===== config.mk =====
export PLATFORM = sky130hd
export DESIGN_NAME = ttl_ctrl
export DESIGN_NICKNAME = d
export VERILOG_FILES = /design/src/core/ttl_pkg.sv /design/src/core/ttl_mem.sv /design/src/core/ttl_ctrl.sv
export SDC_FILE = /design/constraint.sdc
export NUM_CORES = 1
export LEC_CHECK = 0
export ABC_AREA = 0
export BUFFER_PORTS_ARGS = -buffer_cell sky130_fd_sc_hd__buf_2
export CAP_MARGIN = 20
export CELL_PAD_IN_SITES_DETAIL_PLACEMENT = 1
export CELL_PAD_IN_SITES_GLOBAL_PLACEMENT = 1
export CORE_MARGIN = 2
export CORE_UTILIZATION = 52
export CTS_CLUSTER_DIAMETER = 120
export CTS_CLUSTER_SIZE = 12
export DETAILED_ROUTE_END_ITERATION = 6
export PLACE_DENSITY = 0.89
export SLEW_MARGIN = 20
export SYNTH_ARGS = -nofsm -noshare
export SYNTH_HDL_FRONTEND = slang
export SYNTH_HIERARCHICAL = 1
export SYNTH_SLANG_ARGS = --single-unit

===== constraint.sdc =====
create_clock -name clk_i -period 10 [get_ports clk_i]
set_input_delay 1 -clock clk_i [delete_from_list [all_inputs] [get_ports clk_i]]
set_output_delay 1 -clock clk_i [all_outputs]
set_load 0.05 [all_outputs]

===== src/core/ttl_pkg.sv =====
// Constants and types shared by the tape time locate control files
package ttl_pkg;

	localparam int TIME_W = 14;
	localparam int MEM_DEPTH = 9;
	localparam int MEM_AW = 4;

	// Register byte addresses
	localparam logic [7:0] ADDR_CTRL = 8'h00;
	localparam logic [7:0] ADDR_CMD = 8'h04;
	localparam logic [7:0] ADDR_KEY = 8'h08;
	localparam logic [7:0] ADDR_LOC = 8'h0c;
	localparam logic [7:0] ADDR_TAPE = 8'h10;
	localparam logic [7:0] ADDR_STAT = 8'h14;

	// Control register fields and reset value
	localparam int CTRL_SENSE = 0;
	localparam int CTRL_RANGE = 1;
	localparam logic [1:0] CTRL_RST = 2'h0;

	// Command register bits (write one to issue)
	localparam int CMD_STOP = 0;
	localparam int CMD_REW = 1;
	localparam int CMD_FWD = 2;
	localparam int CMD_PLAY = 3;
	localparam int CMD_REC = 4;
	localparam int CMD_LOC = 5;
	localparam int CMD_TAPE_RST = 6;
	localparam int CMD_TO_TAPE = 7;
	localparam int CMD_TO_LOC = 8;
	localparam int CMD_LOC_RST = 9;
	localparam int CMD_W = 10;

	// Transport pin group order: {runout, play, forward, rewind, stop}
	localparam int EXT_W = 5;
	localparam int EXT_RUNOUT = 4;

	// Key codes
	localparam logic [3:0] KEY_ZERO = 4'h0;
	localparam logic [3:0] KEY_NINE = 4'h9;
	localparam logic [3:0] KEY_STORE = 4'ha;
	localparam logic [3:0] KEY_RECALL = 4'hb;

	typedef enum logic [5:0] {
		TTL_IDLE  = 6'b000001,
		TTL_PLAY  = 6'b000010,
		TTL_FWD   = 6'b000100,
		TTL_REW   = 6'b001000,
		TTL_LFAST = 6'b010000,
		TTL_LSLOW = 6'b100000
	} ttl_state_t;

	typedef enum logic [2:0] {
		TTL_KEY_NONE   = 3'b001,
		TTL_KEY_STORE  = 3'b010,
		TTL_KEY_RECALL = 3'b100
	} ttl_key_t;

endpackage : ttl_pkg


===== src/core/ttl_mem.sv =====
// Locate time memory with registered read data
`timescale 1ns/1ps
module ttl_mem #(
	parameter int DW    = 14,
	parameter int DEPTH = 9,
	parameter int AW    = 4
) (
	input  wire logic          clk_i,
	input  wire logic          rst_i,
	input  wire logic          we_i,
	input  wire logic [AW-1:0] addr_i,
	input  wire logic [DW-1:0] wdata_i,
	output logic      [DW-1:0] rdata_o
);

	typedef struct packed {
		logic [DEPTH-1:0][DW-1:0] mem;
		logic [DW-1:0]            rdata;
	} ttl_mem_t;

	ttl_mem_t r;
	ttl_mem_t next_r;

	always_comb
	begin
		next_r = r;
		if (addr_i < AW'(DEPTH))
		begin
			next_r.rdata = r.mem[addr_i];
			if (we_i)
				next_r.mem[addr_i] = wdata_i;
		end
	end

	always_ff @(posedge clk_i or posedge rst_i)
	begin
		if (rst_i)
			r <= '0;
		else
			r <= next_r;
	end

	assign rdata_o = r.rdata;

endmodule : ttl_mem


===== src/core/ttl_ctrl.sv =====
// Tape time locate control: counter, locate sequencer, memory keys, Wishbone slave
//
// Design decisions made here: register access over Wishbone and the register addresses.
`timescale 1ns/1ps
// What this block does
// - While difference display is on, every memory address key except recall is ignored.
// - Recall during difference display ends it and shows the locate time held before.
// - A locate command drives the transport at high speed toward the target time.
// - The locate slows near the target and stops within one count of it.
// - The tape time counts up in forward motion and down in rewind.
// - The count sense switch inverts the relation of sensed direction to counting.
// - The speed range setting scales the count, so a mismatch gives a two to one error.
// - A locate ends once tape time is within one count of locate time.
// - Difference display shows the absolute difference of locate time and tape time.
// - Stop, rewind, fast forward or tape runout cancels a locate in progress.
// - Play during a locate is held until it completes, and record is disabled meanwhile.
module ttl_ctrl #(
	parameter int SLOW_ZONE = 16
) (
	input  wire logic                          clk_i,
	input  wire logic                          rst_i,
	input  wire logic [7:0]                    wb_adr_i,
	input  wire logic [31:0]                   wb_dat_i,
	output logic      [31:0]                   wb_dat_o,
	input  wire logic                          wb_we_i,
	input  wire logic [3:0]                    wb_sel_i,
	input  wire logic                          wb_stb_i,
	input  wire logic                          wb_cyc_i,
	output logic                               wb_ack_o,
	input  wire logic                          tape_pulse_i,
	input  wire logic                          tape_dir_i,
	input  wire logic [ttl_pkg::EXT_W-1:0]     machine_cmd_i,
	output logic                               drive_fwd_o,
	output logic                               drive_rew_o,
	output logic                               drive_slow_o,
	output logic                               play_o,
	output logic                               record_o
);

	localparam int TW = ttl_pkg::TIME_W;

	typedef struct packed {
		ttl_pkg::ttl_state_t        state;
		ttl_pkg::ttl_key_t          keymode;
		logic                       sense;
		logic                       range;
		logic [TW-1:0]              locate;
		logic [TW-1:0]              tape;
		logic                       prescale;
		logic                       diff_mode;
		logic                       play_pend;
		logic                       rec;
		logic                       mem_we;
		logic [ttl_pkg::MEM_AW-1:0] mem_addr;
		logic [1:0]                 mem_load;
		logic                       ack;
		logic [31:0]                dat;
		logic                       dir_m;
		logic                       dir_s;
		logic                       pulse_m;
		logic                       pulse_s;
		logic                       pulse_q;
		logic [ttl_pkg::EXT_W-1:0]  ext_m;
		logic [ttl_pkg::EXT_W-1:0]  ext_s;
		logic [ttl_pkg::EXT_W-1:0]  ext_q;
		logic [4:0]                 drv;
		logic [2:0]                 armed;
	} ttl_regs_t;

	ttl_regs_t r;
	ttl_regs_t next_r;

	logic                        bus_req;
	logic                        bus_wr;
	logic [31:0]                 wmask;
	logic [31:0]                 wdat;
	logic [ttl_pkg::EXT_W-1:0]   ext_rise;
	logic [ttl_pkg::CMD_W-1:0]   cmd;
	logic [TW:0]                 delta;
	logic [TW:0]                 absd;
	logic                        near_tgt;
	logic                        in_slow;
	logic                        count_up;
	logic                        pulse_edge;
	logic [3:0]                  key_code;
	logic                        key_wr;
	logic                        key_digit;
	logic [TW-1:0]               mem_rdata;

	assign bus_req = wb_cyc_i & wb_stb_i & ~r.ack;
	assign bus_wr = bus_req & wb_we_i;
	assign wmask = {{8{wb_sel_i[3]}}, {8{wb_sel_i[2]}}, {8{wb_sel_i[1]}}, {8{wb_sel_i[0]}}};
	assign wdat = wb_dat_i & wmask;
	// Edges count only once the synchronisers hold real pin levels, so a pin high at reset is no edge
	assign ext_rise = r.armed[2] ? (r.ext_s & ~r.ext_q) : '0;

	// Software commands and front panel rising edges share one command word
	always_comb
	begin
		cmd = '0;
		if (bus_wr && wb_adr_i == ttl_pkg::ADDR_CMD)
			cmd = wdat[ttl_pkg::CMD_W-1:0];
		cmd[ttl_pkg::CMD_STOP] = cmd[ttl_pkg::CMD_STOP] | ext_rise[0];
		cmd[ttl_pkg::CMD_REW] = cmd[ttl_pkg::CMD_REW] | ext_rise[1];
		cmd[ttl_pkg::CMD_FWD] = cmd[ttl_pkg::CMD_FWD] | ext_rise[2];
		cmd[ttl_pkg::CMD_PLAY] = cmd[ttl_pkg::CMD_PLAY] | ext_rise[3];
	end

	assign delta = {1'b0, r.locate} - {1'b0, r.tape};
	assign absd = delta[TW] ? (~delta + (TW+1)'(1)) : delta;
	assign near_tgt = absd <= (TW+1)'(1);
	assign in_slow = absd <= (TW+1)'(SLOW_ZONE);
	assign count_up = r.dir_s ^ r.sense;
	assign pulse_edge = r.armed[2] & r.pulse_s & ~r.pulse_q;
	assign key_wr = bus_wr && wb_adr_i == ttl_pkg::ADDR_KEY;
	assign key_code = wdat[3:0];
	assign key_digit = key_code != ttl_pkg::KEY_ZERO && key_code <= ttl_pkg::KEY_NINE;

	always_comb
	begin
		next_r = r;
		next_r.ack = bus_req;
		next_r.dir_m = tape_dir_i;
		next_r.dir_s = r.dir_m;
		next_r.pulse_m = tape_pulse_i;
		next_r.pulse_s = r.pulse_m;
		next_r.pulse_q = r.pulse_s;
		next_r.ext_m = machine_cmd_i;
		next_r.ext_s = r.ext_m;
		next_r.ext_q = r.ext_s;
		next_r.armed = {r.armed[1:0], 1'b1};
		next_r.mem_we = 1'b0;
		next_r.mem_load = {r.mem_load[0], 1'b0};

		// Tape time counter, halved in the upper speed range
		if (pulse_edge)
		begin
			next_r.prescale = r.range ? ~r.prescale : 1'b0;
			if (!r.range || r.prescale)
				next_r.tape = count_up ? r.tape + TW'(1) : r.tape - TW'(1);
		end
		if (cmd[ttl_pkg::CMD_TAPE_RST])
			next_r.tape = '0;
		else if (cmd[ttl_pkg::CMD_TO_TAPE])
			next_r.tape = r.locate;

		if (bus_wr && wb_adr_i == ttl_pkg::ADDR_CTRL && wb_sel_i[0])
		begin
			next_r.sense = wdat[ttl_pkg::CTRL_SENSE];
			next_r.range = wdat[ttl_pkg::CTRL_RANGE];
		end

		// Locate time is frozen while the difference is displayed
		if (!r.diff_mode)
		begin
			if (r.mem_load[1])
				next_r.locate = mem_rdata;
			else if (cmd[ttl_pkg::CMD_LOC_RST])
				next_r.locate = '0;
			else if (cmd[ttl_pkg::CMD_TO_LOC])
				next_r.locate = r.tape;
			else if (bus_wr && wb_adr_i == ttl_pkg::ADDR_LOC)
				next_r.locate = wdat[TW-1:0];
		end

		// Memory keys
		if (key_wr)
		begin
			if (r.diff_mode)
			begin
				if (key_code == ttl_pkg::KEY_RECALL)
					next_r.diff_mode = 1'b0;
			end
			else
			begin
				next_r.keymode = ttl_pkg::TTL_KEY_NONE;
				case (r.keymode)
					ttl_pkg::TTL_KEY_NONE:
					begin
						if (key_code == ttl_pkg::KEY_STORE)
							next_r.keymode = ttl_pkg::TTL_KEY_STORE;
						else if (key_code == ttl_pkg::KEY_RECALL)
							next_r.keymode = ttl_pkg::TTL_KEY_RECALL;
					end
					ttl_pkg::TTL_KEY_STORE:
					begin
						if (key_digit)
						begin
							next_r.mem_we = 1'b1;
							next_r.mem_addr = key_code - 4'h1;
						end
					end
					ttl_pkg::TTL_KEY_RECALL:
					begin
						if (key_code == ttl_pkg::KEY_ZERO)
							next_r.diff_mode = 1'b1;
						else if (key_digit)
						begin
							next_r.mem_addr = key_code - 4'h1;
							next_r.mem_load[0] = 1'b1;
						end
					end
					default:
						next_r.keymode = ttl_pkg::TTL_KEY_NONE;
				endcase
			end
		end

		// Transport sequencer
		if (cmd[ttl_pkg::CMD_STOP] || ext_rise[ttl_pkg::EXT_RUNOUT])
		begin
			next_r.state = ttl_pkg::TTL_IDLE;
			next_r.play_pend = 1'b0;
			next_r.rec = 1'b0;
		end
		else if (cmd[ttl_pkg::CMD_REW])
		begin
			next_r.state = ttl_pkg::TTL_REW;
			next_r.play_pend = 1'b0;
			next_r.rec = 1'b0;
		end
		else if (cmd[ttl_pkg::CMD_FWD])
		begin
			next_r.state = ttl_pkg::TTL_FWD;
			next_r.play_pend = 1'b0;
			next_r.rec = 1'b0;
		end
		else if (cmd[ttl_pkg::CMD_LOC])
		begin
			next_r.state = ttl_pkg::TTL_LFAST;
			next_r.play_pend = cmd[ttl_pkg::CMD_PLAY];
			next_r.rec = 1'b0;
		end
		else
		begin
			case (r.state)
				ttl_pkg::TTL_LFAST, ttl_pkg::TTL_LSLOW:
				begin
					if (cmd[ttl_pkg::CMD_PLAY])
						next_r.play_pend = 1'b1;
					if (near_tgt)
					begin
						next_r.play_pend = 1'b0;
						next_r.state = (r.play_pend || cmd[ttl_pkg::CMD_PLAY]) ?
							ttl_pkg::TTL_PLAY : ttl_pkg::TTL_IDLE;
					end
					else if (in_slow)
						next_r.state = ttl_pkg::TTL_LSLOW;
					else
						next_r.state = ttl_pkg::TTL_LFAST;
				end
				ttl_pkg::TTL_IDLE, ttl_pkg::TTL_PLAY:
				begin
					if (cmd[ttl_pkg::CMD_REC])
					begin
						next_r.state = ttl_pkg::TTL_PLAY;
						next_r.rec = 1'b1;
					end
					else if (cmd[ttl_pkg::CMD_PLAY])
						next_r.state = ttl_pkg::TTL_PLAY;
				end
				ttl_pkg::TTL_FWD, ttl_pkg::TTL_REW:
				begin
					if (cmd[ttl_pkg::CMD_PLAY])
						next_r.state = ttl_pkg::TTL_PLAY;
				end
				default:
					next_r.state = ttl_pkg::TTL_IDLE;
			endcase
		end

		// Registered transport outputs: {record, play, slow, rewind, forward}
		next_r.drv = '0;
		case (next_r.state)
			ttl_pkg::TTL_FWD:
				next_r.drv[0] = 1'b1;
			ttl_pkg::TTL_REW:
				next_r.drv[1] = 1'b1;
			ttl_pkg::TTL_LFAST, ttl_pkg::TTL_LSLOW:
			begin
				next_r.drv[0] = ~delta[TW];
				next_r.drv[1] = delta[TW];
				next_r.drv[2] = next_r.state == ttl_pkg::TTL_LSLOW;
			end
			ttl_pkg::TTL_PLAY:
			begin
				next_r.drv[3] = 1'b1;
				next_r.drv[4] = next_r.rec;
			end
			default:
				next_r.drv = '0;
		endcase

		// Read data, zero for unmapped addresses
		if (bus_req)
		begin
			next_r.dat = '0;
			case (wb_adr_i)
				ttl_pkg::ADDR_CTRL:
				begin
					next_r.dat[ttl_pkg::CTRL_SENSE] = r.sense;
					next_r.dat[ttl_pkg::CTRL_RANGE] = r.range;
				end
				ttl_pkg::ADDR_LOC:
					next_r.dat[TW-1:0] = r.diff_mode ? absd[TW-1:0] : r.locate;
				ttl_pkg::ADDR_TAPE:
					next_r.dat[TW-1:0] = r.tape;
				ttl_pkg::ADDR_STAT:
					next_r.dat[11:0] = {r.rec, r.play_pend, r.diff_mode, r.keymode, r.state};
				default:
					next_r.dat = '0;
			endcase
		end
	end

	always_ff @(posedge clk_i or posedge rst_i)
	begin
		if (rst_i)
		begin
			r <= '0;
			r.state <= ttl_pkg::TTL_IDLE;
			r.keymode <= ttl_pkg::TTL_KEY_NONE;
			{r.range, r.sense} <= ttl_pkg::CTRL_RST;
		end
		else
			r <= next_r;
	end

	ttl_mem #(
		.DW    (TW),
		.DEPTH (ttl_pkg::MEM_DEPTH),
		.AW    (ttl_pkg::MEM_AW)
	) u_mem (
		.clk_i   (clk_i),
		.rst_i   (rst_i),
		.we_i    (r.mem_we),
		.addr_i  (r.mem_addr),
		.wdata_i (r.locate),
		.rdata_o (mem_rdata)
	);

	assign wb_ack_o = r.ack;
	assign wb_dat_o = r.dat;
	assign drive_fwd_o = r.drv[0];
	assign drive_rew_o = r.drv[1];
	assign drive_slow_o = r.drv[2];
	assign play_o = r.drv[3];
	assign record_o = r.drv[4];

endmodule : ttl_ctrl


==> metrics.csv <==
metric;value;unit
synth.distinct_cells;87;
period_needed;4550;ps
grt_antenna_before_repair;0;
post-route-period-util;45.5;%
cts_setup_buffers;0;
end_kind;flop;
finClkSkew;17.1;ps
synthTopCellsByCount;dfrtp_1, mux2_2, nand2_1;
num_vias;10200;
ys_seq_area_share;44.9;%
fmax;0.220;GHz
crit_fanout;13;
synth.top_cell.area_share;44.4;%
synth_seq_cells;233;
ys_async_sr_fraction;100;%
die_w;162;um
synth_xor_area_share;2.75;%
synth-simple-area-share;11.9;%
ys.warnings.count;6;
synth_area_leader_cell;dfrtp_1;
p_per_area;161;mW/mm2
hold_class;reg2reg;
min_to;next_r[12];
coreArea;0.0245;mm2
avgSynthCellArea;10.6;um2
fillers;2610;
layout_setup_ws;5450;ps
wl_per_cell;25.4;um
final_util;56.7;%
synth_compound_area_share;14.5;%
grt_max_degree;84;
synthTopCellsByArea;dfrtp_1, mux2_2, mux2i_1;
timing.setup.tns;0;ps
grt.overflow.total;0;
place_ws;5560;ps
synth_cells;1224;
slew_viol_final;0;
cts_tree;built;
cts_resized;0;
layout-drive-gt1-share;22.1;%
pwr-share-comb;20.2;%
design.die.area;0.0263;mm2
worstHoldStart;next_r[17];
crit_arrival;5010;ps
n_antenna_cell;0;
clock-sinks;233;
cts_root_buffer;clkbuf_16;
hold_viol;0;
syn_area;0.0130;mm2
ioPinCount;94;
synth-edff-count;0;
numCtsBuffers;23;
maxCapViolCount;0;
dr.first_iter.drc_count;903;
swShare;31.1;%
p_switching;694;uW
cts.hold.buffers_added;0;
grt_pass1_vias;10800;
first_pass_iters;5;
hold_depth;0;
clkPwrFrac;35.1;%
clockBufferDepth;3;
r2r-start;r[88];
clk_latency;530;ps
ant_nets;0;
status;complete, no violations;
setup-violations-final;0;
relSlewSlack;27.8;%
rsz0062_at_grt;false;
drc_errors;0;
rr_worst_depth;11;
power_frac_seq;44.6;%
synthAdderAreaFrac;3.39;%
numPortBuffers;55;
grtUsageTotal;30.5;%
synth_ff_type;dfrtp_1;
p_int;1.54;mW
synth.mux.area_fraction;16.8;%
path_clk_slew;70;ps
synth_most_common_cell;dfrtp_1;
initial_core_util;53.2;%
worstSetupPathType;reg2reg;
routed_wl;39600;um
worst_pin_slew;1080;ps
row_count;57;
rr_endpoint;record_o;
ir_drop;0.152;mV
place_congestion;0.929;
dpl.hpwl;27200;um
h-tree-depth;1;
critPathRequiredTime;10460;ps
die_h;162;um
grt_pass1_wl;62300;um
fin_nets;1320;
areaGrowthSynthToFinish;6.56;%
reg2reg_slack;5450;ps
synth_top_family_by_area;multiplexers;
start_kind;flop;
p_leak;6.30;nW
drt-vias-per-instance;6.54;
layout by cell type (no fill, tap or decap), drive strengths merged, types with 4 or more instances in the layout:
cell / count
dfrtp: 231
mux2: 128
nand2: 98
nor2: 90
a21oi: 84
o21ai: 70
buf: 65
mux2i: 43
inv: 35
ha: 32
clkbuf: 29
nor3: 27
nand3: 25
xnor2: 23
a31oi: 20
conb: 19
xor2: 17
o22a: 16
mux4: 14
a21o: 11
o21a: 11
nand3b: 11
o211ai: 10
a211oi: 9
or3: 8
or2: 7
o31ai: 7
nand2b: 6
nor4: 6
a2111oi: 6
and3: 5
and4: 5
o221ai: 5
a32oi: 5
o41ai: 4
o22ai: 4
and2: 4
nor3b: 4
flip-flops by register name, summed over array words and instances, names as in the netlist:
signal,cells
drive_slow_o,1
wb_dat_o,14
record_o,1
r,57
u_mem/r,126
play_o,1
drive_rew_o,1
wb_ack_o,1
u_mem/rdata_o,14
drive_fwd_o,1
next_r,16
cell families after synthesis:
family	after synthesis
other	2
adders and majority gates	34
xor gates and xnor gates	40
DFF	233
and+or+nand+nor	308
AOI/OAI and AO/OA	288
muxes	185
buffers and inverters	134
layer usage:
layer,up-vias,wire (um),track usage [%],part of all wire (%)
met2,404,19400,51.4,49
met1,5290,16100,39.7,41
met3,124,2490,4.93,6.3
li1,4379,-,-,-
met5,-,0,0,0
met4,0,1590,11.9,4.0
layout make-up:
type	count	area [um2]	area share [%]
clock buffer	29	598	4.32
clock inverter	2	28.8	0.208
tap	324	405	2.93
timing repair buffer	65	358	2.58
sequential	233	5840	42.1
inverter	33	131	0.948
multi-input combinational	874	6500	46.9
how the worst max path moves through the flow:
stage | start | end | slack [ps] | cells past startpoint
2_1_floorplan | rst_i | u_mem/r[100] | 5250 | 1
3_3_place_gp | r[88] | r[105] | 5690 | 11
3_5_place_dp | r[88] | r[105] | 5560 | 11
4_1_cts | r[88] | r[105] | 5530 | 11
5_1_grt | r[88] | record_o | 5290 | 11
6_report | r[88] | record_o | 5450 | 11
worst max-delay path: stages (launching register included):
cell,delay [ps]
dfrtp_1,740
ha_1,400
nor2b_1,180
o2111ai_1,420
nand3_2,240
a211o_1,380
a21o_1,370
or4_4,580
a32oi_1,340
inv_2,100
a2111oi_4,460
a31o_1,250
power by group through the flow:
stage               clock network [mW]  logic (mW)  registers (mW)
global route                     0.827       0.494           0.997
detailed placement                   0       0.443            1.01
global placement                     0       0.425            1.01
CTS                              0.790       0.447           0.994
floorplan                            0       0.356            1.00
finish                           0.784       0.452           0.996
metrics by stage:
| step | instance area (um2) | instances | hold slack [ps] | total power, mW |
|---|---|---|---|---|
| after global placement | 13200 | 1528 | 332 | 1.43 |
| after detailed placement | 13200 | 1528 | 336 | 1.45 |
| after CTS | 13800 | 1559 | 346 | 2.23 |
| final | 13900 | 1560 | 343 | 2.23 |
| after global routing | 13900 | 1560 | 349 | 2.32 |
| after floorplan | 13100 | 1241 | 331 | 1.36 |
Power figures use the tool's default switching activity.
